File: config.mk
export PLATFORM = sky130hd
export DESIGN_NAME = asrm_host
export DESIGN_NICKNAME = d
export VERILOG_FILES = /design/src/asrm_cycle_timer.v /design/src/asrm_host.v
export VERILOG_INCLUDE_DIRS = /design/src /design/src/common
export SDC_FILE = /design/constraint.sdc
export NUM_CORES = 1
export LEC_CHECK = 0
export ABC_CLOCK_PERIOD_IN_PS = 5000
export BUFFER_PORTS_ARGS = -buffer_cell sky130_fd_sc_hd__buf_2
export CAP_MARGIN = 5
export CORE_ASPECT_RATIO = 1.25
export CORE_MARGIN = 4
export CORE_UTILIZATION = 30
export CTS_CLUSTER_DIAMETER = 150
export DETAILED_ROUTE_END_ITERATION = 10
export PLACE_DENSITY = 0.61
export SKIP_LAST_GASP = 1
export SLEW_MARGIN = 30
export SYNTH_ARGS = -nofsm -noshare
export SYNTH_HDL_FRONTEND = slang
export SYNTH_SLANG_ARGS = --single-unit
File: constraint.sdc
create_clock -name sys_clk_in -period 5 [get_ports sys_clk_in]
set_input_delay 0.75 -clock sys_clk_in [delete_from_list [all_inputs] [get_ports sys_clk_in]]
set_output_delay 0.75 -clock sys_clk_in [all_outputs]
set_load 0.1 [all_outputs]
File: src/common/asrm_map.vh
// timing and field constants for the static memory access controller
`ifndef ASRM_MAP_VH
`define ASRM_MAP_VH
`define ASRM_CLK_PERIOD_NS     10
`define ASRM_T_READ_ADDR_NS    45
`define ASRM_T_WRITE_PULSE_NS  35
`define ASRM_T_WFLOAT_NS       18
`define ASRM_T_WSETUP_NS       25
`define ASRM_T_RECOVER_NS      10
`define ASRM_SYNC_STAGES       2
`define ASRM_LO_BYTE_MSB       7
`define ASRM_HI_BYTE_LSB       8
`define ASRM_LANE_BITS         2
`define ASRM_LANE_NONE         2'h3
`define ASRM_LANE_LO           2'h2
`define ASRM_LANE_HI           2'h1
`define ASRM_LANE_BOTH         2'h0
`endif

File: src/asrm_cycle_timer.v
// down-counter timing one phase of a memory cycle
`timescale 1ns/10ps
module asrm_cycle_timer #(
    parameter WIDTH = 4
) (
    input  wire             sys_clk_in,
    input  wire             sys_rst_in,
    input  wire             load_in,
    input  wire [WIDTH-1:0] count_in,
    output wire             done_out
);
    reg [WIDTH-1:0] cnt_q;
    always @(posedge sys_clk_in or posedge sys_rst_in) begin
        if (sys_rst_in) begin
            cnt_q <= {WIDTH{1'b0}};
        end else if (load_in) begin
            cnt_q <= count_in;
        end else if (cnt_q != {WIDTH{1'b0}}) begin
            cnt_q <= cnt_q - {{(WIDTH-1){1'b0}}, 1'b1};
        end
    end
    // no path from load back to done, so a reload on done cannot loop
    assign done_out = (cnt_q == {WIDTH{1'b0}});
endmodule // asrm_cycle_timer

File: src/asrm_host.v
// host controller driving an asynchronous static memory with error flag
`timescale 1ns/10ps
`include "asrm_map.vh"
module asrm_host #(
    parameter ADDR_W = 21,
    parameter DATA_W = 16
) (
    input  wire              sys_clk_in,
    input  wire              sys_rst_in,
    input  wire              wide_mode_in,
    input  wire              req_valid_in,
    input  wire              req_write_in,
    input  wire [ADDR_W-1:0] req_addr_in,
    input  wire [DATA_W-1:0] req_wdata_in,
    input  wire [1:0]        req_lanes_in,
    output reg               req_ready_out,
    output reg               rsp_valid_out,
    output reg  [DATA_W-1:0] rsp_rdata_out,
    output reg               rsp_corrected_out,
    output reg  [ADDR_W-1:0] mem_addr_out,
    output reg               select_low_active_n_out,
    output reg               select_high_active_out,
    output reg               write_en_n_out,
    output reg               out_en_n_out,
    output reg               upper_lane_n_out,
    output reg               lower_lane_n_out,
    output reg               width_sel_out,
    output reg  [DATA_W-1:0] mem_dq_out,
    output reg  [DATA_W-1:0] mem_dq_oe_out,
    input  wire [DATA_W-1:0] mem_dq_in,
    input  wire              mem_err_in
);
    ////////////////////////////////////////////////////////////////////////
    localparam integer RD_CYC = (`ASRM_T_READ_ADDR_NS + `ASRM_CLK_PERIOD_NS - 1)
                                / `ASRM_CLK_PERIOD_NS + `ASRM_SYNC_STAGES;
    localparam integer WR_CYC = (`ASRM_T_WRITE_PULSE_NS + `ASRM_CLK_PERIOD_NS - 1)
                                / `ASRM_CLK_PERIOD_NS;
    localparam integer FL_CYC = (`ASRM_T_WFLOAT_NS + `ASRM_CLK_PERIOD_NS - 1)
                                / `ASRM_CLK_PERIOD_NS;
    localparam integer SU_CYC = (`ASRM_T_WSETUP_NS + `ASRM_CLK_PERIOD_NS - 1)
                                / `ASRM_CLK_PERIOD_NS;
    localparam integer RC_CYC = (`ASRM_T_RECOVER_NS + `ASRM_CLK_PERIOD_NS - 1)
                                / `ASRM_CLK_PERIOD_NS;
    localparam [3:0] RD_CNT = RD_CYC[3:0];
    localparam [3:0] FL_CNT = FL_CYC[3:0];
    localparam integer SU_SEL = (WR_CYC > FL_CYC + SU_CYC) ? (WR_CYC - FL_CYC) : SU_CYC;
    localparam [3:0] SU_CNT = SU_SEL[3:0];
    localparam [3:0] RC_CNT = RC_CYC[3:0];

    localparam [2:0] ST_IDLE  = 3'h0;
    localparam [2:0] ST_READ  = 3'h1;
    localparam [2:0] ST_WFLT  = 3'h2;
    localparam [2:0] ST_WDAT  = 3'h3;
    localparam [2:0] ST_REC   = 3'h4;

    // lane pattern for pins; narrow mode ignores lanes
    function [DATA_W-1:0] lane_mask;
        input       wide;
        input [1:0] lanes;
        begin
            lane_mask = {DATA_W{1'b0}};
            if (!wide || !lanes[0]) begin
                lane_mask[`ASRM_LO_BYTE_MSB:0] = {(`ASRM_LO_BYTE_MSB+1){1'b1}};
            end
            if (wide && !lanes[1]) begin
                lane_mask[DATA_W-1:`ASRM_HI_BYTE_LSB] =
                    {(DATA_W-`ASRM_HI_BYTE_LSB){1'b1}};
            end
        end
    endfunction

    ////////////////////////////////////////////////////////////////////////
    reg  [DATA_W-1:0] dq_s1_q, dq_s2_q;
    reg               err_s1_q, err_s2_q;
    reg  [2:0]        state_q;
    reg               wide_q;
    reg  [1:0]        lanes_q;
    reg               tload;
    reg  [3:0]        tcount;
    wire              tdone;
    wire [DATA_W-1:0] mask_w = lane_mask(wide_q, lanes_q);

    asrm_cycle_timer #(.WIDTH(4)) u_timer (
        .sys_clk_in (sys_clk_in),
        .sys_rst_in (sys_rst_in),
        .load_in    (tload),
        .count_in   (tcount),
        .done_out   (tdone)
    );

    // pins from outside pass two flops
    always @(posedge sys_clk_in or posedge sys_rst_in) begin
        if (sys_rst_in) begin
            dq_s1_q  <= {DATA_W{1'b0}};
            dq_s2_q  <= {DATA_W{1'b0}};
            err_s1_q <= 1'b0;
            err_s2_q <= 1'b0;
        end else begin
            dq_s1_q  <= mem_dq_in;
            dq_s2_q  <= dq_s1_q;
            err_s1_q <= mem_err_in;
            err_s2_q <= err_s1_q;
        end
    end

    always @* begin
        tload  = 1'b0;
        tcount = 4'h0;
        case (state_q)
            ST_IDLE: begin
                tload  = req_valid_in;
                tcount = req_write_in ? FL_CNT : RD_CNT;
            end
            ST_WFLT: begin
                tload  = tdone;
                tcount = SU_CNT;
            end
            ST_READ, ST_WDAT: begin
                tload  = tdone;
                tcount = RC_CNT;
            end
            default: begin
                tload  = 1'b0;
                tcount = 4'h0;
            end
        endcase
    end

    ////////////////////////////////////////////////////////////////////////
    always @(posedge sys_clk_in or posedge sys_rst_in) begin
        if (sys_rst_in) begin
            state_q                 <= ST_IDLE;
            wide_q                  <= 1'b1;
            lanes_q                 <= `ASRM_LANE_NONE;
            req_ready_out           <= 1'b0;
            rsp_valid_out           <= 1'b0;
            rsp_rdata_out           <= {DATA_W{1'b0}};
            rsp_corrected_out       <= 1'b0;
            mem_addr_out            <= {ADDR_W{1'b0}};
            select_low_active_n_out <= 1'b1;
            select_high_active_out  <= 1'b0;
            write_en_n_out          <= 1'b1;
            out_en_n_out            <= 1'b1;
            upper_lane_n_out        <= 1'b1;
            lower_lane_n_out        <= 1'b1;
            width_sel_out           <= 1'b1;
            mem_dq_out              <= {DATA_W{1'b0}};
            mem_dq_oe_out           <= {DATA_W{1'b0}};
        end else begin
            rsp_valid_out <= 1'b0;
            case (state_q)
                ST_IDLE: begin
                    req_ready_out <= 1'b1;
                    // strap follows input only between cycles
                    wide_q        <= wide_mode_in;
                    width_sel_out <= wide_mode_in;
                    if (req_valid_in && req_ready_out) begin
                        req_ready_out <= 1'b0;
                        // strap frozen at the take so lanes and width agree
                        wide_q        <= wide_q;
                        width_sel_out <= wide_q;
                        lanes_q       <= wide_q ? req_lanes_in : `ASRM_LANE_BOTH;
                        // address set with select, stable all cycle
                        mem_addr_out            <= req_addr_in;
                        select_low_active_n_out <= 1'b0;
                        select_high_active_out  <= 1'b1;
                        upper_lane_n_out <= wide_q ? req_lanes_in[1] : 1'b0;
                        lower_lane_n_out <= wide_q ? req_lanes_in[0] : 1'b0;
                        mem_dq_out       <= req_wdata_in;
                        if (req_write_in) begin
                            // write enable low with all strobes: write starts
                            write_en_n_out <= 1'b0;
                            out_en_n_out   <= 1'b1;
                            state_q        <= ST_WFLT;
                        end else begin
                            write_en_n_out <= 1'b1;
                            out_en_n_out   <= 1'b0;
                            state_q        <= ST_READ;
                        end
                    end
                end
                ST_WFLT: begin
                    // wait out float delay before driving pins
                    if (tdone) begin
                        mem_dq_oe_out <= mask_w;
                        state_q       <= ST_WDAT;
                    end
                end
                ST_WDAT: begin
                    // pulse covers float plus setup; write enable ends it
                    if (tdone) begin
                        write_en_n_out <= 1'b1;
                        state_q        <= ST_REC;
                    end
                end
                ST_READ: begin
                    // sample after address and enable access time
                    if (tdone) begin
                        rsp_rdata_out     <= dq_s2_q & mask_w;
                        rsp_corrected_out <= err_s2_q;
                        rsp_valid_out     <= 1'b1;
                        out_en_n_out      <= 1'b1;
                        state_q           <= ST_REC;
                    end
                end
                ST_REC: begin
                    // data held past write end, then everything released
                    mem_dq_oe_out           <= {DATA_W{1'b0}};
                    select_low_active_n_out <= 1'b1;
                    select_high_active_out  <= 1'b0;
                    upper_lane_n_out        <= 1'b1;
                    lower_lane_n_out        <= 1'b1;
                    if (tdone) begin
                        state_q <= ST_IDLE;
                    end
                end
                default: begin
                    state_q <= ST_IDLE;
                end
            endcase
        end
    end
endmodule // asrm_host

Word level (Yosys, flattened, before mapping)
Index checks and enable logic that the tools add are counted.
Storage, ports and cells
  register bits: 122
  output and inout bits: 79
Operators by class
  add/sub/neg operators: 1
  equality and inequality tests: 10
  mux-type cells: 36
  bitwise logic cells: 2
  reductions and logical operators: 24
Operators with widths (number)
  16-bit one-hot mux with 2 select lines: 1
  16-bit AND: 1
  16-bit two-way mux: 1
  8-bit two-way mux: 2
  3-bit two-way mux: 5
  1-bit two-way mux: 14
  1-bit one-hot mux with 2 select lines: 7
  3-bit one-hot mux with 4 select lines: 1
  2-bit != test (second input constant): 5
  2-bit AND reduction: 5
  2-bit nonzero test: 5
  3-bit one-hot mux with 3 select lines: 1
  4-bit two-way mux: 2
  3-bit by 2-bit == test with 1-bit output (second input constant): 2
  3-bit AND reduction: 2
  4-bit logical NOT: 1
  2-bit two-way mux: 2
  4-bit AND reduction: 1
  4-bit nonzero test: 1
  4-bit by 1-bit subtractor with 4-bit output (second input constant): 1
  3-bit by 1-bit == test with 1-bit output (second input constant): 1
  3-bit == test (second input constant): 1
  1-bit logical NOT: 3
  3-bit logical NOT: 1
  other kinds (6): 7

Longest topological paths before layout
Gate-level depths: netlist of run 1.
  word-level depth: 5
  mapped depth: 7
  depth with buffers taken out: 5

By module
A second synthesis of run 1 with hierarchy kept.
Second synthesis, totals
  cell total of the unflattened synthesis: 296
  area total of the unflattened synthesis: 4043.9 um^2
By module, submodules not included
  asrm_host: times used 1, cells each 273, area each 3807.4 um^2, sequential area each 2612.5 um^2
  asrm_cycle_timer: times used 1, cells each 23, area each 236.5 um^2, sequential area each 100.1 um^2

Least setup slack after synthesis of run 1
No wires, ideal clock.
  kind: reg2reg
  start: register req_ready_out
  end: register mem_addr_out[0]
  setup time: 0.125 ns
  data arrival time: 2.135 ns
  required time: 4.875 ns
  setup slack: 2.739 ns
  stages on the path, launching flop included: 6
  cells stage by stage: dfrtp_1 -> nand2_1 -> nor2_1 -> buf_2 -> buf_2 -> mux2_2
Between the ends
  longest elaborated chain between the ends: 2
RTL lines
  from (decl): RTL line asrm_host.v:16  | output reg req_ready_out,
  from (signal assigned): RTL line asrm_host.v:135  | req_ready_out <= 1'b0;
  from (signal assigned): RTL line asrm_host.v:153  | req_ready_out <= 1'b1;
  from (signal assigned): RTL line asrm_host.v:158  | req_ready_out <= 1'b0;
  1-bit logical AND: RTL line asrm_host.v:157  | if (req_valid_in && req_ready_out) begin
  2-bit AND reduction (no source line)
  to (signal assigned): RTL line asrm_host.v:139  | mem_addr_out <= {ADDR_W{1'b0}};
  to (signal assigned): RTL line asrm_host.v:164  | mem_addr_out <= req_addr_in;
  to (decl): RTL line asrm_host.v:20  | output reg [ADDR_W-1:0] mem_addr_out,
Every way passes these cells.
A chain may end at the register's enable or synchronous reset.

Worst setup path after layout of run 1
  start: register u_timer.cnt_q[0]
  end: register rsp_corrected_out
Between the ends
  longest elaborated chain between the ends: 2
RTL lines
  from (decl): RTL line asrm_cycle_timer.v:12  | reg [WIDTH-1:0] cnt_q;
  from (signal assigned): RTL line asrm_cycle_timer.v:15  | cnt_q <= {WIDTH{1'b0}};
  from (signal assigned): RTL line asrm_cycle_timer.v:17  | cnt_q <= count_in;
  from (signal assigned): RTL line asrm_cycle_timer.v:19  | cnt_q <= cnt_q - {{(WIDTH-1){1'b0}}, 1'b1};
  4-bit logical NOT: RTL line asrm_cycle_timer.v:23  | assign done_out = (cnt_q == {WIDTH{1'b0}});
  2-bit AND reduction (no source line)
  to (signal assigned): RTL line asrm_host.v:200  | rsp_corrected_out <= err_s2_q;
  to (decl): RTL line asrm_host.v:19  | output reg rsp_corrected_out,
Every way passes these cells.

==> results of run 1 <==
Yosys cell counts (2+ instances only):
| library cell | count |
|---|---|
| buf_4 | 14 |
| a21oi_1 | 2 |
| nand2b_1 | 2 |
| mux2_2 | 38 |
| nand2_1 | 21 |
| buf_6 | 2 |
| a21o_1 | 2 |
| buf_2 | 4 |
| nor3b_1 | 2 |
| mux2i_1 | 17 |
| nor3_1 | 4 |
| o21ai_0 | 4 |
| clkbuf_1 | 3 |
| a221o_1 | 2 |
| a22o_1 | 4 |
| dfstp_2 | 8 |
| or3_1 | 2 |
| inv_1 | 23 |
| a31oi_1 | 4 |
| a32o_1 | 2 |
| nor2_1 | 9 |
| dfrtp_1 | 100 |
registers in the layout, summed over array words and instances, names as in the netlist, 2 cells and up:
name / cells
mem_addr_out: 21
u_timer.cnt_q: 4
dq_s1_q: 16
dq_s2_q: 16
state_q: 3
mem_dq_oe_out: 2
mem_dq_out: 16
lanes_q: 2
rsp_rdata_out: 16
worst max-delay path: stages (launching register included):
cell     delay (ps)
dfrtp_1         420
inv_1            70
ha_1            220
or3b_4          430
or3_1           350
buf_4           240
mux2_1          340
area by class of cell:
| class | instances | share of cell area [%] |
|---|---|---|
| Clock buffer | 10 | 4.65 |
| Timing Repair Buffer | 142 | 14.4 |
| Multi-Input combinational cell | 132 | 20.8 |
| Sequential cell | 108 | 52.8 |
| Inverter | 23 | 1.73 |
| Antenna cell | 1 | 0.0487 |
| Tap cell | 171 | 4.16 |
| Clock inverter | 6 | 1.39 |
per-layer routing:
metal / global-route usage, % / routed length [um]
met1: 12.8 / 3330
met2: 18.5 / 4270
met3: 3.69 / 576
met4: 4.33 / 164
met5: 0 / 0
worst paths after layout:
kind | from | end
min | dq_s1_q[0] | dq_s2_q[0]
max | u_timer.cnt_q[0] | rsp_corrected_out
max reg2reg | u_timer.cnt_q[0] | rsp_corrected_out
min in group asynchronous | sys_rst_in | mem_addr_out[17]
max in group asynchronous | sys_rst_in | dq_s2_q[14]
min reg2reg | dq_s1_q[0] | dq_s2_q[0]
stage by stage:
stage,std cells,util [%],hold slack (ps)
floorplan,287,-,331
global placement,575,36.4,333
detailed placement,575,36.4,335
CTS,591,38.8,351
global route,593,39.0,354
finish,593,39.0,349
kinds of logic after synthesis:
logic type,Yosys count,share of synthesized area (%)
muxes,56,15.1
AOI/OAI and AO/OA,26,4.91
and+or+nand+nor,48,5.84
adders and majority gates,1,0.311
DFF,108,67.4
buffers and inverters,47,6.19
xor gates and xnor gates,1,0.218
==> results.md, run 1 <==
- EDFF count, synth: 0
- Fmax: about 0.45 GHz
- Core ar.: between 10000 and 15000 um2
- Final Skew: 9.35 ps
- Worst-path clk slew: 80 ps
- Multi-input logic area: 1070 um2
- Pre-CTS setup slack: between 2000 and 3000 ps
- Total wire length: roughly 8.3 mm
- Drt drc: 0
- Clk_lat worst skew: approximately 340 ps
- Most frequent cells in the layout: 139 x buf_2, 100 x dfrtp_1, 38 x mux2_2
- Reg area: 2710 um2
- FF-to-FF path depth: 6
- Post-route ant nets: 0
- Postcts setup bufs: 0
- Die area: around 15000 um2
- GRT Residual Overflow: 0
- Max-cap violation count: 0
- Status: completed
- Final Hold Viols: 0
- Site Rows: 47
- Routability congestion estimate: about 0.75
- Die Wd: ~110 um
- TritonRoute pass-1 iters: 4
- Clock sink count: ~110
- Share of cells above drive strength 1: roughly half
- Synth unique cells: 40
- Leading cell type in the layout, fill and taps excluded: buf_2
- Sum of negative setup slack: 0 ps
- Worst setup margin: about 2800 ps
- Crit path required time: 5220 ps
- Post-layout instance area: just over 5000 um2
- Worst slew pin tran: 865 ps
- RSZ-0062 raised after global routing: no
- Seq/Total Area, Yosys: between 60% and 70%
- Post-Synthesis Cell Area: approximately 4000 um2
- Initial core utilization: a little under a third
- Vias: about 2600
- Slew headroom: roughly 42%
- Post-synth top area cell: dfrtp_1
- Synth Register Bits: approximately 110
- Tcrit/Tclk final: between 40% and 50%
- PortBufs: approximately 140
- Ys async rst share: 100%
- Synth Flop Type: dfrtp_1
- Arr. time, crit path: 2430 ps
- Vias per std cell: about 4.4
- CP max FO: 19
- Area delta synth->final: 27.6%
- Total Routing Usage GR: between 10 and 15%
- Slew Limit Fails: 0
- TritonCTS Buffers: 9
- Fin nets: ~480
- Detailed placer's ending HPWL: between 6 and 7 mm
- WHS Path Cells: 0
- Count of hold buffers inserted by post-cts repair: 0
- Post-CTS Resized: 0
- CTS tree: yes
- Crit path kind: reg -> reg
- Vert. Die Dim: ~140 um
- DR iter-0 viols: 75
- Startpoint Class: flop
- Fillers: around 1300
- Mean Syn Cell Area: between 10 and 15 um2
- Area contributors post-synth: dfrtp_1 62%, mux2_2 11%, dfstp_2 5.2%
- Internal reg-to-reg setup slack: 2790 ps
- IO Count: 140
- Clock root buffer: clkbuf_16
- Antenna violations before repair: 1
- Post-synthesis cell count: approximately 290
- Setup violators final: 0
- Top cell type's share of synthesized area: 62.2%
- Hold WC Path Type: reg -> reg
- Largest net degree at the start of global routing: 66
- Synth warn: 0
- Placed instance area: 4800 um2
- Worst Setup End Kind: flop
- DR WL/cell: around 14 um
- CTS max path bufs: 2
- Wire length of the first global-routing pass: approximately 13 mm
- CTS H-tree lvls: 3
- Syn nets: roughly 350
- Vias in the first global route: ~2600
- Minimum clock period: between 2000 and 2500 ps
Power of run 1 is left out: the tool's default activity adds up to more than one toggle a clock period on the data nets, which glitch-free logic cannot reach.
==> run 2: changes to the inputs <==
--- a/config.mk
+++ b/config.mk
@@ -6,7 +6,7 @@
 export SDC_FILE = /design/constraint.sdc
 export NUM_CORES = 1
 export LEC_CHECK = 0
-export ABC_CLOCK_PERIOD_IN_PS = 5000
+export ABC_CLOCK_PERIOD_IN_PS = 1800
 export BUFFER_PORTS_ARGS = -buffer_cell sky130_fd_sc_hd__buf_2
 export CAP_MARGIN = 5
 export CORE_ASPECT_RATIO = 1.25
@@ -14,7 +14,7 @@
 export CORE_UTILIZATION = 30
 export CTS_CLUSTER_DIAMETER = 150
 export DETAILED_ROUTE_END_ITERATION = 10
-export PLACE_DENSITY = 0.61
+export PLACE_DENSITY = 0.62
 export SKIP_LAST_GASP = 1
 export SLEW_MARGIN = 30
 export SYNTH_ARGS = -nofsm -noshare
==> constraint.sdc (replaced) <==
create_clock -name sys_clk_in -period 1.8 [get_ports sys_clk_in]
set_input_delay 0.27 -clock sys_clk_in [delete_from_list [all_inputs] [get_ports sys_clk_in]]
set_output_delay 0.27 -clock sys_clk_in [all_outputs]
set_load 0.1 [all_outputs]
==> results.md, run 2 (synthesized netlist as in run 1, its figures left out) <==
- CP max FO: 4 (-15)
- Hold WC Path Type: in -> reg
- Worst-path clk slew: 70 ps (about the same)
- Largest reg by FF count: mem_addr_out
- Clock sink count: 108 (unchanged)
- Worst Setup End Kind: flop
- Drt drc: 0 (unchanged)
- CTS H-tree lvls: 3 (unchanged)
- Worst reg2reg path startpoint: u_timer.cnt_q[0]
- Final cell count without fillers: 616 (+3.9%)
- Slew headroom: 65.8% (+24 points)
- Vias: 2695 (+3.9%)
- Startpoint Class: flop
- Detailed placer's ending HPWL: 6.43 mm (+6.7%)
- N_diodes: 0 (-1)
- Internal reg-to-reg setup slack: 10 ps (-2780 ps)
- Arr. time, crit path: 2010 ps (-420 ps)
- Clk_lat worst skew: 340 ps (about the same)
- Status: completed
- Wire length of the first global-routing pass: 13.9 mm (+4.9%)
- Worst slew pin tran: 516 ps (-348 ps)
- IO Count: 140 (unchanged)
- Leading cell type in the layout, fill and taps excluded: buf_2
- TritonCTS Buffers: 9 (unchanged)
- Post-route ant nets: 0 (unchanged)
- Fin nets: 502 (+5.0%)
- Largest net degree at the start of global routing: 50 (-24%)
- Tcrit/Tclk final: 99.2% (+55 points)
- Antenna violations before repair: 2 (+1)
- CTS max path bufs: 2 (unchanged)
- Placed instance count: 596 (+3.7%)
- TritonRoute pass-1 iters: 4 (unchanged)
- Vert. Die Dim: 138 um (unchanged)
- Vias per std cell: 4.38 (about the same)
- Slew Limit Fails: 0 (unchanged)
- Fmax: 0.560 GHz (+24%)
- Core ar.: 13200 um2 (unchanged)
- Site Rows: 47 (unchanged)
- Die Wd: 112 um (unchanged)
- DR WL/cell: 14.5 um (+2.8%)
- DR iter-0 viols: 31 (-59%)
- Share of cells above drive strength 1: 53.9% (+4.3 points)
- Die area: 15300 um2 (unchanged)
- Max FFs per register: 21 (unchanged)
- FF-to-FF path depth: 5 (-1)
- RSZ-0062 raised after global routing: yes
- Routability congestion estimate: 0.738 (-1.8%)
- Reg2Reg Capture Point: rsp_corrected_out
- Worst hold path endpoint: dq_s1_q[14]
- Area delta synth->final: 33.7%
- Minimum clock period: 1790 ps (-420 ps)
- Clock root buffer: clkbuf_16
- Most frequent cells in the layout: 139 x buf_2, 98 x dfrtp_1, 38 x mux2_2
- Initial core utilization: 30.6% (unchanged)
- WHS Path Cells: 1 (+1)
- Final Hold Viols: 0 (unchanged)
- Total wire length: 8.91 mm (+6.8%)
- Final Skew: 4.79 ps (-4.56 ps)
- Crit path kind: reg -> reg
- Vias in the first global route: 2835 (+8.0%)
- Max-cap violation count: 0 (unchanged)
- Crit path required time: 2030 ps (-3190 ps)
- PortBufs: 139 (unchanged)
- CTS tree: yes
- Setup violators final: 0 (unchanged)
- GRT Residual Overflow: 0 (unchanged)
- HP Start: mem_dq_in[14]
- Total Routing Usage GR: 11.4% (+0.53 points)
==> run 2: cell count changes in the layout (fill, tap and decap cells not counted), sizes merged <==
cell         change
buf             +22
clkinvlp         +2
bufinv           -1
clkinv           +1
diode            -1
dlygate4sd3      +1
inv              -1
==> run 2: worst max-delay path, cell delays in order, from the launching register on <==
cell and delay, ps:
dfrtp_1 390, inv_1 60, ha_2 160, or3b_4 370, or3_4 380, mux2_4 310
==> run 2: timing repair <==
action / in CTS / in global routing
hold buffers: 1 / 0
buffers inserted: 0 / 1
hold endpoints to repair: 13 / 0
gates resized for setup: 1 / 6
pin swaps: 0 / 1
cloned: 0 / 2
setup endpoints to repair: 18 / 55
==> run 2: worst max path at each step <==
stage	start	to	slack [ps]
6_report	u_timer.cnt_q[0]	rsp_corrected_out	10
5_1_grt	u_timer.cnt_q[0]	rsp_rdata_out[6]	-50
4_1_cts	u_timer.cnt_q[0]	rsp_rdata_out[13]	-10
3_5_place_dp	u_timer.cnt_q[0]	rsp_rdata_out[13]	-70
3_3_place_gp	u_timer.cnt_q[1]	rsp_rdata_out[4]	-20
2_1_floorplan	u_timer.cnt_q[0]	rsp_corrected_out	-120
==> run 2: layer usage <==
layer / vias up / routed length, um / GRT usage (%)
met3: 17 / 629 / 4.09
met2: 92 / 4450 / 19.3
met1: 1318 / 3630 / 13.3
met4: 4 / 171 / 4.60
li1: 1264 / - / -
met5: - / 26 / 0
==> run 2: metrics by stage <==
step | worst slack, ps | hold WS [ps] | TNS, ps | cell area [um2] | util [%]
3_5_place_dp | -74.2 | 274 | -869 | 5000 | 38.0
2_1_floorplan | -118 | 301 | -871 | 4050 | -
3_3_place_gp | -15.7 | 266 | -142 | 5000 | 38.0
4_1_cts | -14.1 | 13.5 | -19.4 | 5320 | 40.3
5_1_grt | -49.0 | 9.56 | -713 | 5380 | 40.8
6_report | 13.5 | 31.7 | 0 | 5380 | 40.8
==> run 2: layout make-up <==
class / count / area (um2)
sequential: 108 / 2720
timing repair buffer: 166 / 971
multi-input combinational: 132 / 1090
clock inverter: 7 / 71.3
fill: 1301 / 7790
inverter: 23 / 90.1
tap: 171 / 214
clock buffer: 9 / 225
Power of run 2 is left out for the same reason.
